### config.mk
export PLATFORM = sky130hd
export DESIGN_NAME = freq_offset_control_regs
export DESIGN_NICKNAME = d
export VERILOG_FILES = /design/src/shared/freq_offset_pkg.sv /design/src/hdl/freq_offset_control_regs.sv
export SDC_FILE = /design/constraint.sdc
export NUM_CORES = 1
export LEC_CHECK = 0
export ABC_CLOCK_PERIOD_IN_PS = 3050
export BUFFER_PORTS_ARGS = -buffer_cell sky130_fd_sc_hd__buf_2
export CELL_PAD_IN_SITES_DETAIL_PLACEMENT = 0
export CELL_PAD_IN_SITES_GLOBAL_PLACEMENT = 1
export CORE_ASPECT_RATIO = 0.9
export CORE_MARGIN = 2
export CORE_UTILIZATION = 48
export CTS_CLUSTER_SIZE = 8
export DETAILED_ROUTE_END_ITERATION = 16
export PLACE_DENSITY_LB_ADDON = 0.1
export SETUP_SLACK_MARGIN = 0.5
export SYNTH_ARGS = -nofsm -noshare
export SYNTH_HDL_FRONTEND = slang
export SYNTH_SLANG_ARGS = --single-unit
export TNS_END_PERCENT = 50
### constraint.sdc
create_clock -name clk_in -period 3.05 [get_ports clk_in]
set_input_delay 0.4575 -clock clk_in [delete_from_list [all_inputs] [get_ports clk_in]]
set_output_delay 0.4575 -clock clk_in [all_outputs]
set_load 0.05 [all_outputs]
### src/shared/freq_offset_pkg.sv
package freq_offset_pkg;

	localparam int OFFSET_W = 26;
	localparam int LOW_W    = 16;
	localparam int HIGH_W   = 10;
	localparam int RANGE_W  = 4;

	// register indices on the serial link
	localparam logic [7:0] REG_LOW_IDX   = 8'h00;
	localparam logic [7:0] REG_HIGH_IDX  = 8'h01;
	localparam logic [7:0] REG_RANGE_IDX = 8'h02;

	// field positions inside the index 1 register
	localparam int HIGH_MSB   = 9;
	localparam int OE_BIT     = 10;
	localparam int RO_LSB     = 11;

	// reset values
	localparam logic [LOW_W-1:0]    LOW_RST    = 16'h0000;
	localparam logic [HIGH_W-1:0]   HIGH_RST   = 10'h000;
	localparam logic                OE_RST     = 1'b0;
	localparam logic [OFFSET_W-1:0] OFFSET_RST = 26'h0000000;

	// serial byte framing
	localparam logic [3:0] BITS_PER_BYTE = 4'h8;
	localparam logic [1:0] IDX_PTR       = 2'h0;
	localparam logic [1:0] IDX_HI        = 2'h1;
	localparam logic [1:0] IDX_LO        = 2'h2;

	// open-drain data pin only ever pulls low
	localparam logic SDA_DRIVE_LEVEL = 1'b0;

	typedef enum logic [2:0] {
		ST_IDLE  = 3'h0,
		ST_ADDR  = 3'h1,
		ST_ACK_A = 3'h3,
		ST_RXB   = 3'h2,
		ST_ACK_W = 3'h6,
		ST_TXB   = 3'h7,
		ST_ACK_R = 3'h5
	} link_state_t;

endpackage

### src/hdl/freq_offset_control_regs.sv
`timescale 1ns/1ps
module freq_offset_control_regs #(
	parameter logic [6:0] DEV_ADDR      = 7'h55, // arbitrary value
	parameter logic [3:0] RANGE_DEFAULT = 4'h9
) (
	input  wire logic                                        clk_in,
	input  wire logic                                        rst_n_in,
	input  wire logic                                        scl_in,
	input  wire logic                                        sda_in,
	output wire logic                                        sda_out,
	output wire logic                                        sda_oe_out,
	input  wire logic                                        oe_sw_ctrl_in,
	input  wire logic                                        oe_pin_in,
	output wire logic                                        output_enable_out,
	output wire logic signed [freq_offset_pkg::OFFSET_W-1:0] freq_offset_word_out,
	output wire logic                                        freq_update_out,
	output wire logic        [freq_offset_pkg::RANGE_W-1:0]  pull_range_out
);
	import freq_offset_pkg::*;

	// reserved general-call and high-speed address groups cannot be served
	if (DEV_ADDR[6:3] == 4'h0 || DEV_ADDR[6:3] == 4'hF) begin : g_addr_chk
		$error("device address falls in a reserved group");
	end

	link_state_t         state_r;
	logic                scl_q_r;
	logic                sda_q_r;
	logic [3:0]          bit_cnt_r;
	logic [7:0]          shift_r;
	logic [7:0]          tx_r;
	logic [7:0]          ptr_r;
	logic [7:0]          hold_r;
	logic [1:0]          byte_idx_r;
	logic                rw_r;
	logic                half_r;
	logic                mack_r;
	logic                sda_oe_r;
	logic [LOW_W-1:0]    low_r;
	logic [HIGH_W-1:0]   high_r;
	logic                oe_bit_r;
	logic [RANGE_W-1:0]  range_r;
	logic [OFFSET_W-1:0] applied_r;
	logic                update_r;
	logic                oe_out_r;

	// read word assembly, unused indices read zero
	function automatic logic [15:0] reg_word(input logic [7:0] idx,
		input logic [LOW_W-1:0] lo, input logic [HIGH_W-1:0] hi,
		input logic oe, input logic [RANGE_W-1:0] rng);
		logic [15:0] w;
		w = 16'h0000;
		case (idx)
			REG_LOW_IDX:   w = lo;
			REG_HIGH_IDX:  w = {5'h00, oe, hi};
			REG_RANGE_IDX: w = {12'h000, rng};
			default:       w = 16'h0000;
		endcase
		return w;
	endfunction

	// bus conditions; pins are already synchronous to clk_in
	wire scl_rise_w   = !scl_q_r && scl_in;
	wire scl_fall_w   = scl_q_r && !scl_in;
	wire start_w      = scl_q_r && scl_in && sda_q_r && !sda_in;
	wire stop_w       = scl_q_r && scl_in && !sda_q_r && sda_in;
	wire byte_full_w  = (bit_cnt_r == BITS_PER_BYTE);
	wire addr_match_w = (shift_r[7:1] == DEV_ADDR);
	wire rx_done_w    = scl_fall_w && (state_r == ST_RXB) && byte_full_w;
	wire wr_commit_w  = rx_done_w && (byte_idx_r == IDX_LO);
	wire [15:0] wdata_w = {hold_r, shift_r};
	wire [15:0] rd_word_w = reg_word(ptr_r, low_r, high_r, oe_bit_r, range_r);
	wire [7:0]  tx_next_w = half_r ? rd_word_w[7:0] : rd_word_w[15:8];
	wire wr_low_w   = wr_commit_w && (ptr_r == REG_LOW_IDX);
	wire wr_high_w  = wr_commit_w && (ptr_r == REG_HIGH_IDX);
	wire wr_range_w = wr_commit_w && (ptr_r == REG_RANGE_IDX);

	// pin edge history
	always_ff @(posedge clk_in or negedge rst_n_in) begin
		if (!rst_n_in) begin
			scl_q_r <= 1'b1;
			sda_q_r <= 1'b1;
		end else begin
			scl_q_r <= scl_in;
			sda_q_r <= sda_in;
		end
	end

	// serial slave: sample on scl rise, change data on scl fall
	always_ff @(posedge clk_in or negedge rst_n_in) begin
		if (!rst_n_in) begin
			state_r    <= ST_IDLE;
			bit_cnt_r  <= 4'h0;
			shift_r    <= 8'h00;
			tx_r       <= 8'h00;
			ptr_r      <= 8'h00;
			hold_r     <= 8'h00;
			byte_idx_r <= IDX_PTR;
			rw_r       <= 1'b0;
			half_r     <= 1'b0;
			mack_r     <= 1'b0;
			sda_oe_r   <= 1'b0;
		end else if (start_w) begin // repeated start also lands here
			state_r    <= ST_ADDR;
			bit_cnt_r  <= 4'h0;
			byte_idx_r <= IDX_PTR;
			sda_oe_r   <= 1'b0;
		end else if (stop_w) begin
			state_r  <= ST_IDLE;
			sda_oe_r <= 1'b0;
		end else begin
			case (state_r)
				ST_ADDR, ST_RXB: begin
					if (scl_rise_w) begin
						shift_r   <= {shift_r[6:0], sda_in};
						bit_cnt_r <= bit_cnt_r + 4'h1;
					end
					if (scl_fall_w && byte_full_w) begin
						if (state_r == ST_RXB) begin
							state_r  <= ST_ACK_W;
							sda_oe_r <= 1'b1;
							case (byte_idx_r)
								IDX_PTR: begin
									ptr_r      <= shift_r;
									byte_idx_r <= IDX_HI;
								end
								IDX_HI: begin
									hold_r     <= shift_r;
									byte_idx_r <= IDX_LO;
								end
								default: begin // word done, step to next register
									ptr_r      <= ptr_r + 8'h01;
									byte_idx_r <= IDX_HI;
								end
							endcase
						end else if (addr_match_w) begin
							state_r  <= ST_ACK_A;
							rw_r     <= shift_r[0];
							sda_oe_r <= 1'b1;
						end else begin
							state_r <= ST_IDLE;
						end
					end
				end
				ST_ACK_A: begin
					if (scl_fall_w) begin
						bit_cnt_r <= 4'h0;
						if (rw_r) begin
							state_r  <= ST_TXB;
							tx_r     <= rd_word_w[15:8];
							sda_oe_r <= !rd_word_w[15];
							half_r   <= 1'b1;
						end else begin
							state_r  <= ST_RXB;
							sda_oe_r <= 1'b0;
						end
					end
				end
				ST_ACK_W: begin
					if (scl_fall_w) begin
						state_r   <= ST_RXB;
						bit_cnt_r <= 4'h0;
						sda_oe_r  <= 1'b0;
					end
				end
				ST_TXB: begin
					if (scl_rise_w) begin
						bit_cnt_r <= bit_cnt_r + 4'h1;
					end
					if (scl_fall_w) begin
						if (byte_full_w) begin
							state_r  <= ST_ACK_R;
							sda_oe_r <= 1'b0;
						end else begin
							tx_r     <= {tx_r[6:0], 1'b0};
							sda_oe_r <= !tx_r[6];
						end
					end
				end
				ST_ACK_R: begin
					if (scl_rise_w) begin
						mack_r <= !sda_in;
					end
					if (scl_fall_w) begin
						if (mack_r) begin
							state_r   <= ST_TXB;
							bit_cnt_r <= 4'h0;
							tx_r      <= tx_next_w;
							sda_oe_r  <= !tx_next_w[7];
							half_r    <= !half_r;
							if (half_r) begin
								ptr_r <= ptr_r + 8'h01;
							end
						end else begin
							state_r <= ST_IDLE; // master nack ends the read
						end
					end
				end
				default: begin
					state_r <= ST_IDLE;
				end
			endcase
		end
	end

	// stored words; writes accepted whenever a word completes, the enable bit only under software control
	always_ff @(posedge clk_in or negedge rst_n_in) begin
		if (!rst_n_in) begin
			low_r    <= LOW_RST;
			high_r   <= HIGH_RST;
			oe_bit_r <= OE_RST;
			range_r  <= RANGE_DEFAULT;
		end else begin
			if (wr_low_w) begin
				low_r <= wdata_w;
			end
			if (wr_high_w) begin
				high_r <= wdata_w[HIGH_MSB:0];
			end
			if (wr_high_w && oe_sw_ctrl_in) begin
				oe_bit_r <= wdata_w[OE_BIT];
			end
			if (wr_range_w) begin
				range_r <= wdata_w[RANGE_W-1:0];
			end
		end
	end

	// applied offset moves only on a high-word load, so a lone low write waits
	always_ff @(posedge clk_in or negedge rst_n_in) begin
		if (!rst_n_in) begin
			applied_r <= OFFSET_RST;
			update_r  <= 1'b0;
		end else begin
			update_r <= wr_high_w;
			if (wr_high_w) begin
				applied_r <= {wdata_w[HIGH_MSB:0], low_r};
			end
		end
	end

	// output driver gate: pin decides unless software owns it
	always_ff @(posedge clk_in or negedge rst_n_in) begin
		if (!rst_n_in) begin
			oe_out_r <= 1'b0;
		end else begin
			oe_out_r <= oe_sw_ctrl_in ? oe_bit_r : oe_pin_in;
		end
	end

	// open drain: only the enable moves, the driven level always stays low
	assign sda_out              = SDA_DRIVE_LEVEL;
	assign sda_oe_out           = sda_oe_r;
	assign output_enable_out    = oe_out_r;
	assign freq_offset_word_out = signed'(applied_r);
	assign freq_update_out      = update_r;
	assign pull_range_out       = range_r; // full scale at range limit
endmodule

After elaboration in Yosys (flattened, before gate mapping)
Cells that the tools add are included.
{ "totals": {"wordCells": 168, "output_inout_bits": 34, "ff_bits": 105, "inputBits": 6} }
{ "op_classes": {"n_mux": 61, "addsub": 2, "reduce_logical": 47, "eq_ne": 35, "bitwise": 3} }
{ "op_table": {"columns": ["cell", "n"], "rows": [
  ["$mux W8", 6],
  ["$pmux W16 S3", 1],
  ["$mux W7", 6],
  ["$mux W3", 11],
  ["$pmux W8 S2", 2],
  ["$ne A4 B4 Y1 const B", 7],
  ["$mux W4", 6],
  ["$reduce_and A6 Y1", 4],
  ["$ne A2 B2 Y1 const B", 11],
  ["$pmux W7 S3", 1],
  ["$reduce_and A9 Y1", 2],
  ["$mux W1", 17],
  ["$logic_and A1 B1 Y1", 15],
  ["$pmux W3 S5", 1],
  ["$mux W2", 7],
  ["$pmux W4 S3", 1],
  ["$reduce_and A4 Y1", 3],
  ["$reduce_bool A2 Y1", 5],
  ["$eq A3 B3 Y1 const B", 3],
  ["$add A8 B1 Y8 const B", 1],
  ["$eq A8 B1 Y1 const B", 1],
  ["$eq A8 B2 Y1 const B", 1],
  ["$logic_not A1 Y1", 8],
  ["$logic_not A8 Y1", 1],
  ["other kinds (21)", 27]
]} }

Logic depth before layout (Yosys ltp)
{ "logic_depth": {"ltp_word": 9, "depth_mapped": 9, "ltp_nobuf": 7} }

Worst setup path before layout
OpenSTA, ideal clock, no wires.
{ "synth_path": {"kind": "register -> register", "startpoint": "register ptr_r[2]", "endpoint": "register applied_r[10], in the netlist freq_offset_word_out[10]", "period_less_slack_ps": 2272, "setup_ps": 125, "path_buffers": 2, "required_ps": 2925, "setup_slack_ps": 778, "t_arrival_ps": 2147, "stages_incl_launch_ff": 8, "path_cell_list": "dfrtp_1 or4_4 or3_4 nor2_2 and2_4 buf_8 buf_12 mux2_4"} }
{ "synth_between": {"elab_chain_cells": 2} }
{ "synth_rtl": {"columns": ["element", "line_no", "rtl"], "rows": [
  ["start: declaration", "freq_offset_control_regs.sv:32", "logic [7:0] ptr_r;"],
  ["start signal: assignment", "freq_offset_control_regs.sv:124", "ptr_r <= shift_r;"],
  ["start signal: assignment", "freq_offset_control_regs.sv:132", "ptr_r <= ptr_r + 8'h01;"],
  ["start signal: assignment", "freq_offset_control_regs.sv:192", "ptr_r <= ptr_r + 8'h01;"],
  ["$eq A8 B1 Y1", "freq_offset_control_regs.sv:75", "wire wr_high_w = wr_commit_w && (ptr_r == REG_HIGH_IDX);"],
  ["$logic_and A1 B1 Y1", "freq_offset_control_regs.sv:75", null],
  ["end signal: assignment", "freq_offset_control_regs.sv:237", "applied_r <= {wdata_w[HIGH_MSB:0], low_r};"],
  ["end: declaration", "freq_offset_control_regs.sv:43", "logic [OFFSET_W-1:0] applied_r;"]
]} }
Every way passes these cells.
A chain may end at the register's enable or synchronous reset.

Final worst setup path
{ "layout_path": {"startpoint": "register ptr_r[0]", "endpoint": "register low_r[2]"} }
{ "layout_between": {"elab_chain_cells": 2} }
{ "layout_rtl": {"columns": ["element", "line_no", "rtl"], "rows": [
  ["$logic_not A8 Y1", "freq_offset_control_regs.sv:74", "wire wr_low_w = wr_commit_w && (ptr_r == REG_LOW_IDX);"],
  ["$logic_and A1 B1 Y1", "freq_offset_control_regs.sv:74", null],
  ["end signal: assignment", "freq_offset_control_regs.sv:215", "low_r <= wdata_w;"],
  ["end: declaration", "freq_offset_control_regs.sv:39", "logic [LOW_W-1:0] low_r;"]
]} }
Every way passes these cells.

==> impl_metrics.toml <==
[outcome]
status = "finished clean"

[critical_path]
slowest_delay_ns = 0.49
crit_type = "reg -> reg"
crit_path_top_delay_cell = "ha_1"
crit_required_ns = 3.31
rr_worst_depth = 7
rr_startpoint = "ptr_r[0]"
worst_path_most_repeated_cell = "buf_4"
reg2reg_slack_ns = 0.61
cp_cell_sequence = "inv_1 -> ha_1 -> nor4b_4 -> buf_4 -> nor2b_2 -> buf_4 -> mux2_2"
cp-end-kind = "register"
rr_endpoint = "low_r[2]"
crit_arrival_ns = 2.70
worstSetupStartpointType = "register"
crit_start = "ptr_r[0]"
critical_path.max_fanout = 16

[floorplan]
dieArea_um2 = 10750
die_h_um = 98.58
die_w_um = 109.1
initial_core_util = 0.4940
coreArea_um2 = 9657
rows = 34
io_pins = 40

[route]
first_pass_iters = 4
antenna_left = 0
initialDrtViolationCount = 190
vias = 3318
vias_per_cell = 5.852
wire_per_inst_um = 19.62
wl_um = 11130
drc = 0

[hold_path]
hold_class = "in -> async"

[grt]
track_usage = 0.2237
grt_pass1_vias = 3281
grt_max_degree = 54
grt-ovfl-total = 0
antenna_found_initial = 0
grt_pass1_wl_um = 18350

[yosys]
yosys.cell_types.count = 62
synth_edf_count = 0
synth_seq_cells = 95
netlist_area_um2 = 4771
synth_nets = 412
async_flop_share = 1.000
ys_warn_count = 0
ys.flop_type = "dfrtp_1"
avgSynthCellArea_um2 = 11.93
syn_inst = 400
ys_seq_area_frac = 0.4993

[final_layout]
nets = 448
antennaDiodeCount = 0
stdcell_count = 567
utilization = 0.5421
drive_gt1_frac = 0.3129
area_delta_synth_final_pct = 9.730

[timing]
fin_skew_ns = 0.01232
fmax_mhz = 410.2
slew_viol_final = 0
worst_pin_slew_ns = 0.7276
fin_crit_ns = 2.438
slew-limit-headroom = 0.5123
rsz0062_at_grt = "yes"
fin_crit_sh = 0.7994
fin_tns_setup_ns = 0
setup_violations = 0
finalHoldViolations = 0

[place]
io_buffers = 38
routabilityCongestion = 0.7947
post-place-cells = 550
detailed_place_hpwl_um = 7643

[pwr]
ir_worst_vdd_v = 0.0004587
power.total_uw = 2724
p_per_area_nw_per_um2 = 520.3
power.leakage_uw = 0.002454

[flow_run]
cap_violations = 0

[clocking]
cts_inserted_buffers = 9
clock_latency_ns = 0.38
clockBufferDepth = 2
htreeDepth = 3
clock-root-buffer = "clkbuf_8"
path_clk_slew_ns = 0.10
clock_sinks = 95
cts_tree = "yes"
[routing by layer]
metal	track usage	routed length [µm]
met1	0.3363	5409
met2	0.3287	5035
met3	0.05159	525
met4	0.05227	156
met5	0	0
[sequential cells by signal, summed over array words and instances (netlist names), 2 cells and up]
| register | flops |
|---|---|
| bit_cnt_r | 4 |
| byte_idx_r | 2 |
| freq_offset_word_out | 16 |
| high_r | 10 |
| hold_r | 8 |
| low_r | 16 |
| ptr_r | 8 |
| pull_range_out | 4 |
| shift_r | 8 |
| state_r | 3 |
| tx_r | 7 |
[critical path: cells and delay by family, from the launching register on]
kind          cells  cell delay, ns
mux               1            0.37
buf+inv           3            0.61
simple gates      2            0.43
fa+ha+maj         1            0.49
flops             1            0.43
[power by group]
group          switching, µW  internal, µW
sequential               181          1350
clock                    503           314
combinational            222           159
[Yosys cell counts (2+ instances only)]
master    count  share of area
a21o_1        3         0.0047
a21oi_1      23          0.024
a221oi_1      3         0.0055
a222oi_1      3         0.0063
a22o_1        9          0.017
a22oi_1       5         0.0079
a31oi_1       8          0.010
a32o_1        3         0.0063
and3_1        4         0.0052
and3b_1       3         0.0055
buf_12        3          0.013
buf_4         2         0.0031
clkbuf_1     16          0.013
dfrtp_1      91           0.48
dfstp_2       4          0.022
ha_1          6          0.016
inv_1         7         0.0055
mux2_1        7          0.017
mux2_2       30          0.071
mux2_4       29          0.091
mux2i_1       2         0.0042
nand2_1      19          0.015
nand2b_1      4         0.0052
nand3_1      12          0.013
nand4_1       2         0.0026
nor2_1       27          0.021
nor2b_1       7         0.0092
nor3_1        4         0.0042
nor3b_1       3         0.0047
o211ai_1      7          0.011
o21ai_0      13          0.014
o221ai_1      2         0.0037
o22a_1        5         0.0092
o41ai_1       2         0.0037
or3_1         2         0.0026
or3_4         2         0.0047
xnor2_1       3         0.0055
[cells by family after synthesis]
logic type	count (synthesis)	share of synthesized area
AOI/OAI and AO/OA	97	0.1432
xor gates and xnor gates	3	0.005508
buffers and inverters	31	0.03881
and+or+nand+nor	99	0.1138
muxes	68	0.1828
DFF	95	0.4993
adders and majority gates	6	0.01574
other	1	0.0007860
[cell type report]
cell class                 count  area, µm²
inverter                       7      26.28
clock buffer                   9      123.9
sequential                    95       2384
multi-input combinational    275       2215
timing repair buffer          48      267.8
clock inverter                 7      61.31
tap                          126      157.7
fill                         868       4422
[through the flow]
stage,hold slack (ns),worst slack [ns],cell area [µm²]
6_report,0.09657,0.6120,5235
5_1_grt,0.1508,0.4686,5235
4_1_cts,0.1331,0.5393,5225
3_5_place_dp,0.4751,0.5488,5040
3_3_place_gp,0.4659,0.6040,5040
2_1_floorplan,0.1619,0.7781,4771
[repair_timing]
action                     CTS  global route
setup buffers                0             0
setup endpoints to repair    0            36
hold buffers                 0             0
resized for setup            0             2
[cell usage in the layout, fill, tap and decap left out, types with 7 or more instances in the layout]
cell type / count
o211ai_1: 7
o21ai_0: 13
dfrtp_1: 90
a22o_1: 9
buf_2: 37
clkbuf_8: 9
buf_4: 11
nor2_1: 27
mux2_1: 7
a21oi_1: 23
mux2_2: 30
mux2_4: 29
a31oi_1: 8
inv_1: 7
nand3_1: 12
nand2_1: 19
[how the worst max path moves through the flow]
stage / end / slack, ns / cells after the start
2_1_floorplan: freq_offset_word_out[10] / 0.78 / 7
6_report: low_r[2] / 0.61 / 7
3_5_place_dp: high_r[9] / 0.55 / 5
3_3_place_gp: high_r[9] / 0.60 / 5
4_1_cts: freq_offset_word_out[2] / 0.54 / 5
5_1_grt: low_r[2] / 0.47 / 7
(Power assumes the default switching activity.)
